## src/core/stop_seq_defines.vh

```
`ifndef STOP_SEQ_DEFINES_VH
`define STOP_SEQ_DEFINES_VH

// Register byte offsets
`define OFS_CTRL 8'h00
`define OFS_LEVEL 8'h04
`define OFS_STIME 8'h08
`define OFS_RDLY 8'h0c
`define OFS_JOG 8'h10
`define OFS_STAT 8'h14

// Field positions
`define F_METH 2:0
`define F_BMETH 3
`define F_PERM_FWD 4
`define F_PERM_REV 5
`define F_SENS_EN 6
`define F_STEP 6:0
`define F_BSTR 14:8
`define F_DCSTR 22:16
`define F_SWSPD 30:24
`define F_STIME 6:0
`define F_RDLY 10:0
`define F_JFWD 6:0
`define F_JREV 14:8
`define F_RATE 22:16

// Stop and brake method codes
`define SM_LIN 3'h1
`define SM_SQR 3'h2
`define SM_VOLT 3'h3
`define SM_COAST 3'h4
`define SM_BRAKE 3'h5
`define BM_VECTOR 1'b0
`define BM_REVERSE 1'b1

// Reset values
`define RST_METH 3'h4
`define RST_BMETH 1'b0
`define RST_STEP 7'h64
`define RST_BSTR 7'h4b
`define RST_DCSTR 7'h1e
`define RST_SWSPD 7'h1e
`define RST_STIME 7'h0a
`define RST_RDLY 11'h005
`define RST_JSPD 7'h0a
`define RST_RATE 7'h02

// Settable ranges
`define MIN_PCT 7'h00
`define MAX_PCT 7'h64
`define MIN_BSTR 7'h14
`define MIN_DCSW 7'h14
`define MAX_DCSW 7'h50
`define MAX_STIME 7'h78
`define MAX_RDLY 11'h4b0
`define MIN_JSPD 7'h01
`define MAX_JSPD 7'h1e
`define MIN_RATE 7'h01

// Output levels
`define FULL_LEVEL 7'h64
`define MIN_LEVEL 7'h00
`define PH_ALL 3'b111
`define PH_DC 3'b110
`define PH_OFF 3'b000

// Timing
`define CLK_FREQ_KHZ 125000
`define TICK_TIME_MS 100
`define TICKS_PER_S 11'd10

`endif

```

## src/core/motor_stop_brake_jog_sequencer.v

```verilog
// Functional notes
// Voltage stop steps to intermediate level, then ramps linearly to minimum; default 100%.
// Brake method applies only for brake stop; 0 vector (default), 1 reverse current.
// Vector brake while speed at or above threshold, DC brake below it.
// Forward contactor on in start and run; braking releases it, then reverse contactor. Vector braking keeps it on.
// Reverse relay held off for programmed delay after forward relay drops; 0.5 s default.
// Reverse current braking until speed below threshold, then DC braking.
// DC braking drives second and third phases only, first phase off.
// DC braking ends at standstill, stop timeout, or optional rotation sensor input.
// Stop time bounds every non-coast stop as a timeout; default 10 s, 0-120 s.
// Brake strength percent of braking power; default 75%, range 20-100%.
// DC brake strength percent; default 30%, range 20-80%.
// DC switch speed threshold percent of nominal; default 30%, range 20-80%.
// Jog is requested externally through jog forward or jog reverse inputs.
// Jog in a direction only when that direction is permitted.
// Forward operation relay active while jogging; reversal by vector control only.
// Jog speeds 1-30% of nominal, each default 10%.
// Jog speed ramps toward reference at ramp rate; default 0.2 s/%, 0.1-10 s/%.
// Stop codes 1 linear, 2 square, 3 voltage, 4 coast default, 5 brake. Code 2 ramps linearly, the same as code 1.
// Forward and reverse contactors never on together, even with zero delay.
`timescale 1ns/1ps
`include "stop_seq_defines.vh"

module motor_stop_brake_jog_sequencer #(
	parameter TICK_CYCLES = `TICK_TIME_MS * `CLK_FREQ_KHZ
) (
	// Clock and reset
	input wire MCLK,
	input wire NRST,
	// APB slave
	input wire PSEL,
	input wire PENABLE,
	input wire PWRITE,
	input wire [7:0] PADDR,
	input wire [31:0] PWDATA,
	output reg PREADY,
	output reg [31:0] PRDATA,
	output reg PSLVERR,
	// Operator and motor feedback
	input wire RUN_CMD,
	input wire JOG_FORWARD_INPUT,
	input wire JOG_REVERSE_INPUT,
	input wire [6:0] SPEED_PCT,
	input wire MOTOR_STOPPED,
	input wire ROT_SENSOR_STOP,
	// Contactors and relays
	output reg FORWARD_RUN_RELAY,
	output reg REVERSE_BRAKE_RELAY,
	output reg FORWARD_OPERATION_RELAY_FN,
	// Power stage
	output reg [6:0] VOLT_LEVEL,
	output reg [2:0] PHASE_EN,
	output reg VECTOR_BRAKE_ACTIVE,
	output reg DC_BRAKE_ACTIVE,
	output reg [6:0] BRAKE_STRENGTH,
	output reg [4:0] JOG_SPEED,
	output reg JOG_REVERSE_DIR
);

	localparam [7:0] S_IDLE = 8'h01, S_RUN = 8'h02;
	localparam [7:0] S_RAMP = 8'h04, S_VEC = 8'h08;
	localparam [7:0] S_RDLY = 8'h10, S_RBRK = 8'h20;
	localparam [7:0] S_DC = 8'h40, S_JOG = 8'h80;
	localparam [23:0] TICK_LAST = TICK_CYCLES - 1;

	function [6:0] clamp7;
		input [6:0] v;
		input [6:0] lo;
		input [6:0] hi;
		begin
			clamp7 = (v < lo) ? lo : ((v > hi) ? hi : v);
		end
	endfunction

	function mapped;
		input [7:0] a;
		begin
			mapped = (a == `OFS_CTRL) || (a == `OFS_LEVEL) || (a == `OFS_STIME) ||
				(a == `OFS_RDLY) || (a == `OFS_JOG) || (a == `OFS_STAT);
		end
	endfunction

	reg [2:0] meth_r;
	reg bmeth_r, perm_fwd_r, perm_rev_r, sens_en_r, tick_r;
	reg [6:0] step_r, bstr_r, dcstr_r, swspd_r, stime_r, jfwd_r, jrev_r, rate_r;
	reg [10:0] rdly_r;
	reg [23:0] div_r;
	reg [7:0] state_r, state_nxt;
	reg [10:0] timer_r, timer_nxt, acc_r, acc_nxt;
	reg [6:0] level_r, level_nxt, rcnt_r, rcnt_nxt;
	reg [4:0] jspd_r, jspd_nxt;
	reg jdir_r, jdir_nxt, revp_r, revp_nxt, fwd_nxt, rev_nxt;
	reg [31:0] rd_nxt;

	wire access = PSEL && PENABLE && PREADY;
	wire wr = access && PWRITE && mapped(PADDR);
	wire [10:0] stop_total = {4'h0, stime_r} * `TICKS_PER_S;
	wire timeout = (timer_r >= stop_total);
	wire low_speed = (SPEED_PCT < swspd_r);
	wire [6:0] span = (meth_r == `SM_VOLT) ? step_r : `FULL_LEVEL;
	wire [11:0] acc_sum = {1'b0, acc_r} + {5'h00, span};
	wire jog_hold = jdir_r ? JOG_REVERSE_INPUT : JOG_FORWARD_INPUT;
	wire [4:0] jog_ref = jog_hold ? (jdir_r ? jrev_r[4:0] : jfwd_r[4:0]) : 5'h00;

	// Time base of 0.1 s; every stop, delay and jog count runs on it
	always @(posedge MCLK) begin
		if (!NRST) begin
			div_r <= 24'h000000;
			tick_r <= 1'b0;
		end else begin
			tick_r <= (div_r == TICK_LAST);
			div_r <= (div_r == TICK_LAST) ? 24'h000000 : div_r + 24'h000001;
		end
	end

	// APB: one wait state, writes land on the completing edge
	always @(posedge MCLK) begin
		if (!NRST) begin
			PREADY <= 1'b0;
			PRDATA <= 32'h00000000;
			PSLVERR <= 1'b0;
			meth_r <= `RST_METH;
			bmeth_r <= `RST_BMETH;
			perm_fwd_r <= 1'b1;
			perm_rev_r <= 1'b1;
			sens_en_r <= 1'b0;
			step_r <= `RST_STEP;
			bstr_r <= `RST_BSTR;
			dcstr_r <= `RST_DCSTR;
			swspd_r <= `RST_SWSPD;
			stime_r <= `RST_STIME;
			rdly_r <= `RST_RDLY;
			jfwd_r <= `RST_JSPD;
			jrev_r <= `RST_JSPD;
			rate_r <= `RST_RATE;
		end else begin
			PREADY <= PSEL && PENABLE && !PREADY;
			PSLVERR <= PSEL && PENABLE && !PREADY && !mapped(PADDR);
			if (PSEL && PENABLE && !PREADY) begin
				PRDATA <= rd_nxt;
			end
			if (wr && PADDR == `OFS_CTRL) begin
				meth_r <= PWDATA[`F_METH];
				bmeth_r <= PWDATA[`F_BMETH];
				perm_fwd_r <= PWDATA[`F_PERM_FWD];
				perm_rev_r <= PWDATA[`F_PERM_REV];
				sens_en_r <= PWDATA[`F_SENS_EN];
			end
			if (wr && PADDR == `OFS_LEVEL) begin
				step_r <= clamp7(PWDATA[`F_STEP], `MIN_PCT, `MAX_PCT);
				bstr_r <= clamp7(PWDATA[`F_BSTR], `MIN_BSTR, `MAX_PCT);
				dcstr_r <= clamp7(PWDATA[`F_DCSTR], `MIN_DCSW, `MAX_DCSW);
				swspd_r <= clamp7(PWDATA[`F_SWSPD], `MIN_DCSW, `MAX_DCSW);
			end
			if (wr && PADDR == `OFS_STIME) begin
				stime_r <= clamp7(PWDATA[`F_STIME], `MIN_PCT, `MAX_STIME);
			end
			if (wr && PADDR == `OFS_RDLY) begin
				rdly_r <= (PWDATA[`F_RDLY] > `MAX_RDLY) ? `MAX_RDLY : PWDATA[`F_RDLY];
			end
			if (wr && PADDR == `OFS_JOG) begin
				jfwd_r <= clamp7(PWDATA[`F_JFWD], `MIN_JSPD, `MAX_JSPD);
				jrev_r <= clamp7(PWDATA[`F_JREV], `MIN_JSPD, `MAX_JSPD);
				rate_r <= clamp7(PWDATA[`F_RATE], `MIN_RATE, `MAX_PCT);
			end
		end
	end

	always @* begin
		rd_nxt = 32'h00000000;
		case (PADDR)
			`OFS_CTRL: begin
				rd_nxt[`F_METH] = meth_r;
				rd_nxt[`F_BMETH] = bmeth_r;
				rd_nxt[`F_PERM_FWD] = perm_fwd_r;
				rd_nxt[`F_PERM_REV] = perm_rev_r;
				rd_nxt[`F_SENS_EN] = sens_en_r;
			end
			`OFS_LEVEL: begin
				rd_nxt[`F_STEP] = step_r;
				rd_nxt[`F_BSTR] = bstr_r;
				rd_nxt[`F_DCSTR] = dcstr_r;
				rd_nxt[`F_SWSPD] = swspd_r;
			end
			`OFS_STIME: rd_nxt[`F_STIME] = stime_r;
			`OFS_RDLY: rd_nxt[`F_RDLY] = rdly_r;
			`OFS_JOG: begin
				rd_nxt[`F_JFWD] = jfwd_r;
				rd_nxt[`F_JREV] = jrev_r;
				rd_nxt[`F_RATE] = rate_r;
			end
			`OFS_STAT: rd_nxt = {7'h00, revp_r, jdir_r, jspd_r, level_r, timer_r[10:8], state_r};
			default: rd_nxt = 32'h00000000;
		endcase
	end

	// Sequencer
	always @* begin
		state_nxt = state_r;
		timer_nxt = timer_r;
		acc_nxt = acc_r;
		level_nxt = level_r;
		rcnt_nxt = rcnt_r;
		jspd_nxt = jspd_r;
		jdir_nxt = jdir_r;
		revp_nxt = revp_r;
		if (tick_r && state_r != S_IDLE && state_r != S_RUN && state_r != S_JOG) begin
			timer_nxt = timer_r + 11'h001;
		end
		case (state_r)
			S_IDLE: begin
				timer_nxt = 11'h000;
				acc_nxt = 11'h000;
				revp_nxt = 1'b0;
				jspd_nxt = 5'h00;
				rcnt_nxt = 7'h00;
				level_nxt = `MIN_LEVEL;
				if (RUN_CMD) begin
					state_nxt = S_RUN;
					level_nxt = `FULL_LEVEL;
				end else if (JOG_FORWARD_INPUT && perm_fwd_r) begin
					state_nxt = S_JOG;
					jdir_nxt = 1'b0;
				end else if (JOG_REVERSE_INPUT && perm_rev_r) begin
					state_nxt = S_JOG;
					jdir_nxt = 1'b1;
				end
			end
			S_RUN: begin
				timer_nxt = 11'h000;
				acc_nxt = 11'h000;
				if (!RUN_CMD) begin
					case (meth_r)
						`SM_LIN, `SM_SQR: begin
							state_nxt = S_RAMP;
						end
						`SM_VOLT: begin
							state_nxt = S_RAMP;
							level_nxt = step_r;
						end
						`SM_BRAKE: begin
							if (bmeth_r == `BM_REVERSE) begin
								state_nxt = S_RDLY;
								revp_nxt = 1'b1;
							end else begin
								state_nxt = low_speed ? S_DC : S_VEC;
							end
						end
						default: state_nxt = S_IDLE;
					endcase
				end
			end
			S_RAMP: begin
				// Only one step per tick, so a span larger than the stop time in ticks
				// ramps slower than linear and is cut short by the timeout
				if (timeout) begin
					state_nxt = S_IDLE;
				end else if (tick_r) begin
					if (acc_sum >= {1'b0, stop_total}) begin
						acc_nxt = acc_sum[10:0] - stop_total;
						level_nxt = (level_r > `MIN_LEVEL) ? level_r - 7'h01 : `MIN_LEVEL;
					end else begin
						acc_nxt = acc_sum[10:0];
					end
				end
			end
			S_VEC: begin
				if (timeout) begin
					state_nxt = S_IDLE;
				end else if (low_speed) begin
					state_nxt = S_DC;
				end
			end
			S_RDLY: begin
				// The delay counts whole ticks, so it may run up to one tick long
				if (tick_r) begin
					acc_nxt = acc_r + 11'h001;
				end
				if (timeout) begin
					state_nxt = S_IDLE;
				end else if ((rdly_r == 11'h000) || (acc_r > rdly_r)) begin
					state_nxt = S_RBRK;
				end
			end
			S_RBRK: begin
				if (timeout) begin
					state_nxt = S_IDLE;
				end else if (low_speed) begin
					state_nxt = S_DC;
				end
			end
			S_DC: begin
				if (timeout || MOTOR_STOPPED || (sens_en_r && ROT_SENSOR_STOP)) begin
					state_nxt = S_IDLE;
				end
			end
			S_JOG: begin
				if (tick_r) begin
					if (rcnt_r + 7'h01 >= rate_r) begin
						rcnt_nxt = 7'h00;
						if (jspd_r < jog_ref) begin
							jspd_nxt = jspd_r + 5'h01;
						end else if (jspd_r > jog_ref) begin
							jspd_nxt = jspd_r - 5'h01;
						end
					end else begin
						rcnt_nxt = rcnt_r + 7'h01;
					end
				end
				if (!jog_hold && jspd_r == 5'h00) begin
					state_nxt = S_IDLE;
				end
			end
			default: state_nxt = S_IDLE;
		endcase
		fwd_nxt = (state_nxt != S_IDLE) && !revp_nxt;
		// A cycle with both contactors open is forced even at zero delay
		rev_nxt = (state_nxt == S_RBRK || (state_nxt == S_DC && revp_nxt)) &&
			!fwd_nxt && !FORWARD_RUN_RELAY;
	end

	always @(posedge MCLK) begin
		if (!NRST) begin
			state_r <= S_IDLE;
			timer_r <= 11'h000;
			acc_r <= 11'h000;
			level_r <= `MIN_LEVEL;
			rcnt_r <= 7'h00;
			jspd_r <= 5'h00;
			jdir_r <= 1'b0;
			revp_r <= 1'b0;
			FORWARD_RUN_RELAY <= 1'b0;
			REVERSE_BRAKE_RELAY <= 1'b0;
			FORWARD_OPERATION_RELAY_FN <= 1'b0;
			VOLT_LEVEL <= `MIN_LEVEL;
			PHASE_EN <= `PH_OFF;
			VECTOR_BRAKE_ACTIVE <= 1'b0;
			DC_BRAKE_ACTIVE <= 1'b0;
			BRAKE_STRENGTH <= `MIN_PCT;
			JOG_SPEED <= 5'h00;
			JOG_REVERSE_DIR <= 1'b0;
		end else begin
			state_r <= state_nxt;
			timer_r <= timer_nxt;
			acc_r <= acc_nxt;
			level_r <= level_nxt;
			rcnt_r <= rcnt_nxt;
			jspd_r <= jspd_nxt;
			jdir_r <= jdir_nxt;
			revp_r <= revp_nxt;
			FORWARD_RUN_RELAY <= fwd_nxt;
			REVERSE_BRAKE_RELAY <= rev_nxt;
			FORWARD_OPERATION_RELAY_FN <= (state_nxt == S_RUN) || (state_nxt == S_JOG);
			VOLT_LEVEL <= (state_nxt == S_RAMP || state_nxt == S_RUN) ? level_nxt : `MIN_LEVEL;
			PHASE_EN <= (state_nxt == S_DC) ? `PH_DC :
				((state_nxt == S_IDLE || state_nxt == S_RDLY) ? `PH_OFF : `PH_ALL);
			VECTOR_BRAKE_ACTIVE <= (state_nxt == S_VEC);
			DC_BRAKE_ACTIVE <= (state_nxt == S_DC);
			BRAKE_STRENGTH <= (state_nxt == S_VEC || state_nxt == S_RBRK) ? bstr_r :
				((state_nxt == S_DC) ? dcstr_r : `MIN_PCT);
			JOG_SPEED <= jspd_nxt;
			JOG_REVERSE_DIR <= (state_nxt == S_JOG) && jdir_nxt;
		end
	end

endmodule // motor_stop_brake_jog_sequencer

```

## config.mk

```make
export PLATFORM = sky130hd
export DESIGN_NAME = motor_stop_brake_jog_sequencer
export DESIGN_NICKNAME = d
export VERILOG_FILES = /design/src/core/motor_stop_brake_jog_sequencer.v
export VERILOG_INCLUDE_DIRS = /design/src /design/src/core
export SDC_FILE = /design/constraint.sdc
export NUM_CORES = 1
export LEC_CHECK = 0
export ABC_AREA = 1
export BUFFER_PORTS_ARGS = -buffer_cell sky130_fd_sc_hd__buf_4
export CORE_MARGIN = 4
export CORE_UTILIZATION = 35
export DETAILED_ROUTE_END_ITERATION = 7
export PLACE_DENSITY_LB_ADDON = 0.15
export SKIP_CTS_REPAIR_TIMING = 1
export SLEW_MARGIN = 20
export SYNTH_ARGS = -nofsm -noshare
export SYNTH_HDL_FRONTEND = slang
export SYNTH_SLANG_ARGS = --single-unit
```

## constraint.sdc

```tcl
create_clock -name MCLK -period 5.03 [get_ports MCLK]
set_input_delay 0.503 -clock MCLK [delete_from_list [all_inputs] [get_ports MCLK]]
set_output_delay 0.503 -clock MCLK [all_outputs]
set_load 0.01 [all_outputs]
```

# == Word level (Yosys, flattened, before mapping) ==
# Index checks and enable logic that the tools add are counted.
# word_totals
regBits,206
output_inout_bits,62
word_cells,242
# op_classes
addsub,9
n_mul,1
n_lt_le_gt_ge,24
eq_ne,36
n_mux,77
bitwise_logic,1
n_reduce_logical,57
# op_table
op,n
$mux 7,30
$mux 8,11
$pmux 8 s7,1
$mux 11,5
$gt 7x7->1 const B,6
$pmux 7 s2,3
$pmux 7 s3,2
$pmux 7 s6,1
$pmux 11 s3,1
$eq 8x4->1 const B,4
$eq 8x5->1 const B,4
$mux 5,6
$lt 7x1->1 const B,4
$add 24x1->24 const B,1
$eq 24x24->1 const B,1
$eq 8x3->1 const B,3
$logic_and 1x1->1,23
$add 11x1->11 const B,2
$lt 7x5->1 const B,3
$eq 8x1->1 const B,2
$eq 8x2->1 const B,2
$eq 8x6->1 const B,2
$eq 8x7->1 const B,2
$eq 8x8->1 const B,2
43 further kinds,84

# == Depth between registers and ports, before layout ==
# depth
word_depth,11
mapped_depth,30
depth_no_buf,29

# == Worst setup path after synthesis ==
# No wires, ideal clock.
# synth_path
kind,reg2reg
startpoint,register meth_r[0]
endpoint,register level_r[3]
t_arrival_ns,3.300
required_time_ns,4.902
setup_slack_ns,1.602
stages_incl_launch_ff,27
n_path_buf,1
synth_period_minus_slack_ns,3.428
path_cell_list,dfxtp_1 > inv_1 > nor3_1 > inv_1 > nor2_1 > ha_1 > nand3_1 > nand2_1 > a21oi_1 > nor2_1 > nor2_1 > xnor2_1 > ha_1 > a21o_1 > a21oi_1 > nand3_1 > nand4_1 > nand2_1 > nand2_1 > nand2_2 > buf_4 > nand4_1 > nand2_1 > nand2_1 > nand2_1 > nor2_1 > nor2_1
# synth_between
elab_chain_len,8
# synth_rtl
item,line_no,text
start: declaration,motor_stop_brake_jog_sequencer.v:83,reg [2:0] meth_r;
start signal: assignment,motor_stop_brake_jog_sequencer.v:122,meth_r <= `RST_METH;
start signal: assignment,motor_stop_brake_jog_sequencer.v:143,meth_r <= PWDATA[`F_METH];
$eq 3x2->1 *,motor_stop_brake_jog_sequencer.v:233,case (meth_r)
$mux 7 (no line),-,
$add 11x7->12,motor_stop_brake_jog_sequencer.v:101,"wire [11:0] acc_sum = {1'b0, acc_r} + {5'h00, span};"
$ge 12x11->1,motor_stop_brake_jog_sequencer.v:259,"if (acc_sum >= {1'b0, stop_total}) begin"
$mux 7,motor_stop_brake_jog_sequencer.v:259,
$mux 7,motor_stop_brake_jog_sequencer.v:258,end else if (tick_r) begin
$mux 7,motor_stop_brake_jog_sequencer.v:256,if (timeout) begin
$pmux 7 s3 *,motor_stop_brake_jog_sequencer.v:210,case (state_r)
end signal: assignment,motor_stop_brake_jog_sequencer.v:327,level_r <= `MIN_LEVEL;
end signal: assignment,motor_stop_brake_jog_sequencer.v:346,level_r <= level_nxt;
end: declaration,motor_stop_brake_jog_sequencer.v:90,"reg [6:0] level_r, level_nxt, rcnt_r, rcnt_nxt;"
# Every way passes the cells marked *; elsewhere a longest branch is shown, timed or not.
# A chain may end at the register's enable or synchronous reset.

# == Final worst setup path ==
# Ends and elaborated chain as after synthesis.

==> flow_summary.yaml <==
critical_path:
  end_kind: "flop"
  critPathRequiredTime_ns: 5.42
  crit_arrival_ns: 4.85
  cp_max_fo: 33
  critPathLaunchType: "flop"
  path_class: "reg2reg"
  rr_startpoint: "meth_r[0]"
  crit_path_start: "meth_r[0]"
pwr:
  cellPowerDensity_nw_per_um2: 328
  irDropWorstVdd_mv: 0.261
  power_leakage_nw: 5.96
logic_synthesis:
  synth.avg_cell_area_um2: 7.05
  synth_area_um2: 11800
  synth_top_area_cell: "dfxtp_1"
  synth_cell_types: 59
  synthCells: 1673
  synth_seq_cells: 205
  synth_edf_count: 0
  synth_top_area_share_pct: 34.8
  synth_area_leaders: "dfxtp_1 (35%), nand2_1 (9.4%), ha_1 (7.8%)"
  synth_nets: 1808
  ys_seq_area_share_pct: 34.8
  synthArstFlopShare_pct: 0
  yosysWarnings: 0
  synth_ff_type: "dfxtp_1"
grt:
  grt_overflow: 0
  grt_first_pass_wirelength_um: 60800
  antenna_found_initial: 0
  grt_start_max_net_pins: 66
  grt_pass1_vias: 11098
  grt_usage_pct: 20.9
timing:
  timing_hold_violations_final: 0
  finalMaxSlewViolations: 0
  slew_headroom_pct: 45.9
  tightest_slew_ns: 0.803
  skew_ns: 0.0229
  rsz0062_at_grt: "no"
  worst_slack_ns: 0.573
  tns_ns: 0
  setup_viol: 0
  post-route-period-util_pct: 88.6
  max_freq_mhz: 224
  min_period_ns: 4.46
place:
  hpwlAfterDp_um: 30000
  placedCellCount: 2190
  detailedPlace.worstSlack_ns: 0.629
  routabilityCongestion: 0.906
  numPortBuffers: 114
drt:
  drt_iter0_markers: 806
  drcViolationCount: 0
  vias_per_cell: 5.21
  num_vias: 11625
  wl_per_cell_um: 17.5
  dr.pass1.iters: 5
  drt_wl_total_um: 39000
  antenna_left: 0
clock_tree:
  cts.sinks: 205
  cts_tree: "yes"
  clk_pin_slew_ns: 0.06
  cts_buffers: 24
  cts_max_path_buffers: 3
  cts-htree-levels: 1
  insertion_delay_ns: 0.55
  cts_root_buf: "clkbuf_16"
floorplanning:
  die_y_um: 192
  initial_core_util_pct: 35.9
  boundaryPins: 119
  rows: 66
  coreArea_um2: 32900
  die_w_um: 192
  dieArea_um2: 36700
finish:
  diodes: 0
  finalNonFillerCells: 2232
  n_fill_cell: 3510
  fin_util_pct: 42.3
  finalNetCount: 1909
  drive_gt1_share_pct: 11.8
  area_growth_pct: 17.9
hold_path:
  hp-start: "PWDATA[25]"
  min_path_type: "in2reg"
outcome:
  outcome: "completed"
job:
  maxCapViolations: 0
-- routing by layer --
metal  global-route usage [%]  share of wire (%)  vias to the layer above
met5                        0                  0                        -
met2                     33.8                 45                      255
met3                     3.93                5.7                       63
met4                     5.28                2.6                        0
li1                         -                  -                     5838
met1                     28.8                 47                     5469
-- critical path: stages (launching register included) --
cell,delay (ns)
dfxtp_1,0.36
inv_1,0.09
nor3_1,0.40
inv_1,0.18
nor2_1,0.22
ha_1,0.27
nand3_1,0.08
nand2_1,0.11
nand4_1,0.10
o211ai_1,0.17
xor2_1,0.20
ha_1,0.37
nand2_1,0.08
nor2_1,0.15
nand2_1,0.09
nand3_1,0.12
nand4_1,0.10
nand2_1,0.07
nand2_1,0.05
nand2_2,0.45
nand3_1,0.14
nand2_1,0.11
inv_1,0.10
nand2_1,0.08
nand2_1,0.05
nor2_1,0.12
nor2_1,0.05
-- sequential cells by signal (all words and copies together) (netlist names), 8 cells and up --
signal and cells:
div_r 24, PRDATA 31, timer_r 11, rdly_r 11, state_r 8, acc_r 11
-- power breakdown --
part           total (W)  switching, W  leakage [nW]  internal (W)
combinational   0.000975      0.000631          3.89      0.000345
sequential       0.00175     0.0000712          1.66       0.00168
clock            0.00184      0.000733         0.411       0.00111
-- kinds of logic after synthesis --
| logic type | after synthesis | synth area share (%) |
|---|---|---|
| simple gates | 674 | 25.5 |
| compound gates | 403 | 19.9 |
| buf+inv | 285 | 9.35 |
| flops | 205 | 34.8 |
| fa+ha+maj | 78 | 8.53 |
| xor+xnor | 27 | 2.00 |
| other cells | 1 | 0.0318 |
-- Yosys cell counts, types with 3 or more instances --
library cell,n
a211oi_1,15
a21oi_1,162
a21oi_2,3
a221oi_1,6
a22oi_1,12
a31oi_1,14
buf_2,3
buf_4,4
clkbuf_1,41
dfxtp_1,205
fa_1,4
ha_1,74
inv_1,230
inv_2,4
nand2_1,296
nand2_2,6
nand3_1,80
nand3_2,3
nand4_1,33
nor2_1,171
nor2_2,11
nor3_1,35
nor3_2,4
nor3b_1,6
nor4_1,8
o2111ai_1,3
o211ai_1,30
o21ai_0,111
o21ai_1,5
o21bai_1,4
o221ai_1,11
o22ai_1,10
o31ai_1,4
or2_0,3
or2_2,3
xnor2_1,9
xor2_1,18
-- stage by stage --
step                power, W  hold slack (ns)  instance area (µm²)
floorplan            0.00249            0.413                11800
global placement     0.00275            0.426                13100
detailed placement   0.00276            0.438                13100
CTS                  0.00459            0.174                13900
global route         0.00481            0.221                13900
finish               0.00456            0.199                13900
-- placed cells by master, fill, tap and decap left out, types with 15 or more instances in the layout --
master     instances
nand2_1          296
clkbuf_16         24
dfxtp_1          205
inv_1            229
nor3_1            35
a21oi_1          162
ha_1              74
nand4_1           33
xor2_1            18
o211ai_1          30
buf_4            126
nor2_1           170
o21ai_0          111
nand3_1           80
a211oi_1          15
-- final timing paths --
path,depth (start not counted),slack (ns),end
worst max-delay path,26,0.57,level_r[3]
worst min-delay path,3,0.20,swspd_r[1]
worst max register to register,26,0.57,level_r[3]
worst min register to register,1,0.45,div_r[0]
-- layout make-up --
cell class | count | area (µm²) | area share (%)
well taps | 442 | 553 | 3.98
inverters | 234 | 878 | 6.31
clock inverters | 11 | 158 | 1.13
flip-flops and latches | 205 | 4100 | 29.5
clock buffers | 31 | 677 | 4.87
repair buffers | 126 | 946 | 6.80
multi-input cells | 1183 | 6590 | 47.4
No activity file was read; power rests on OpenSTA's default activity.
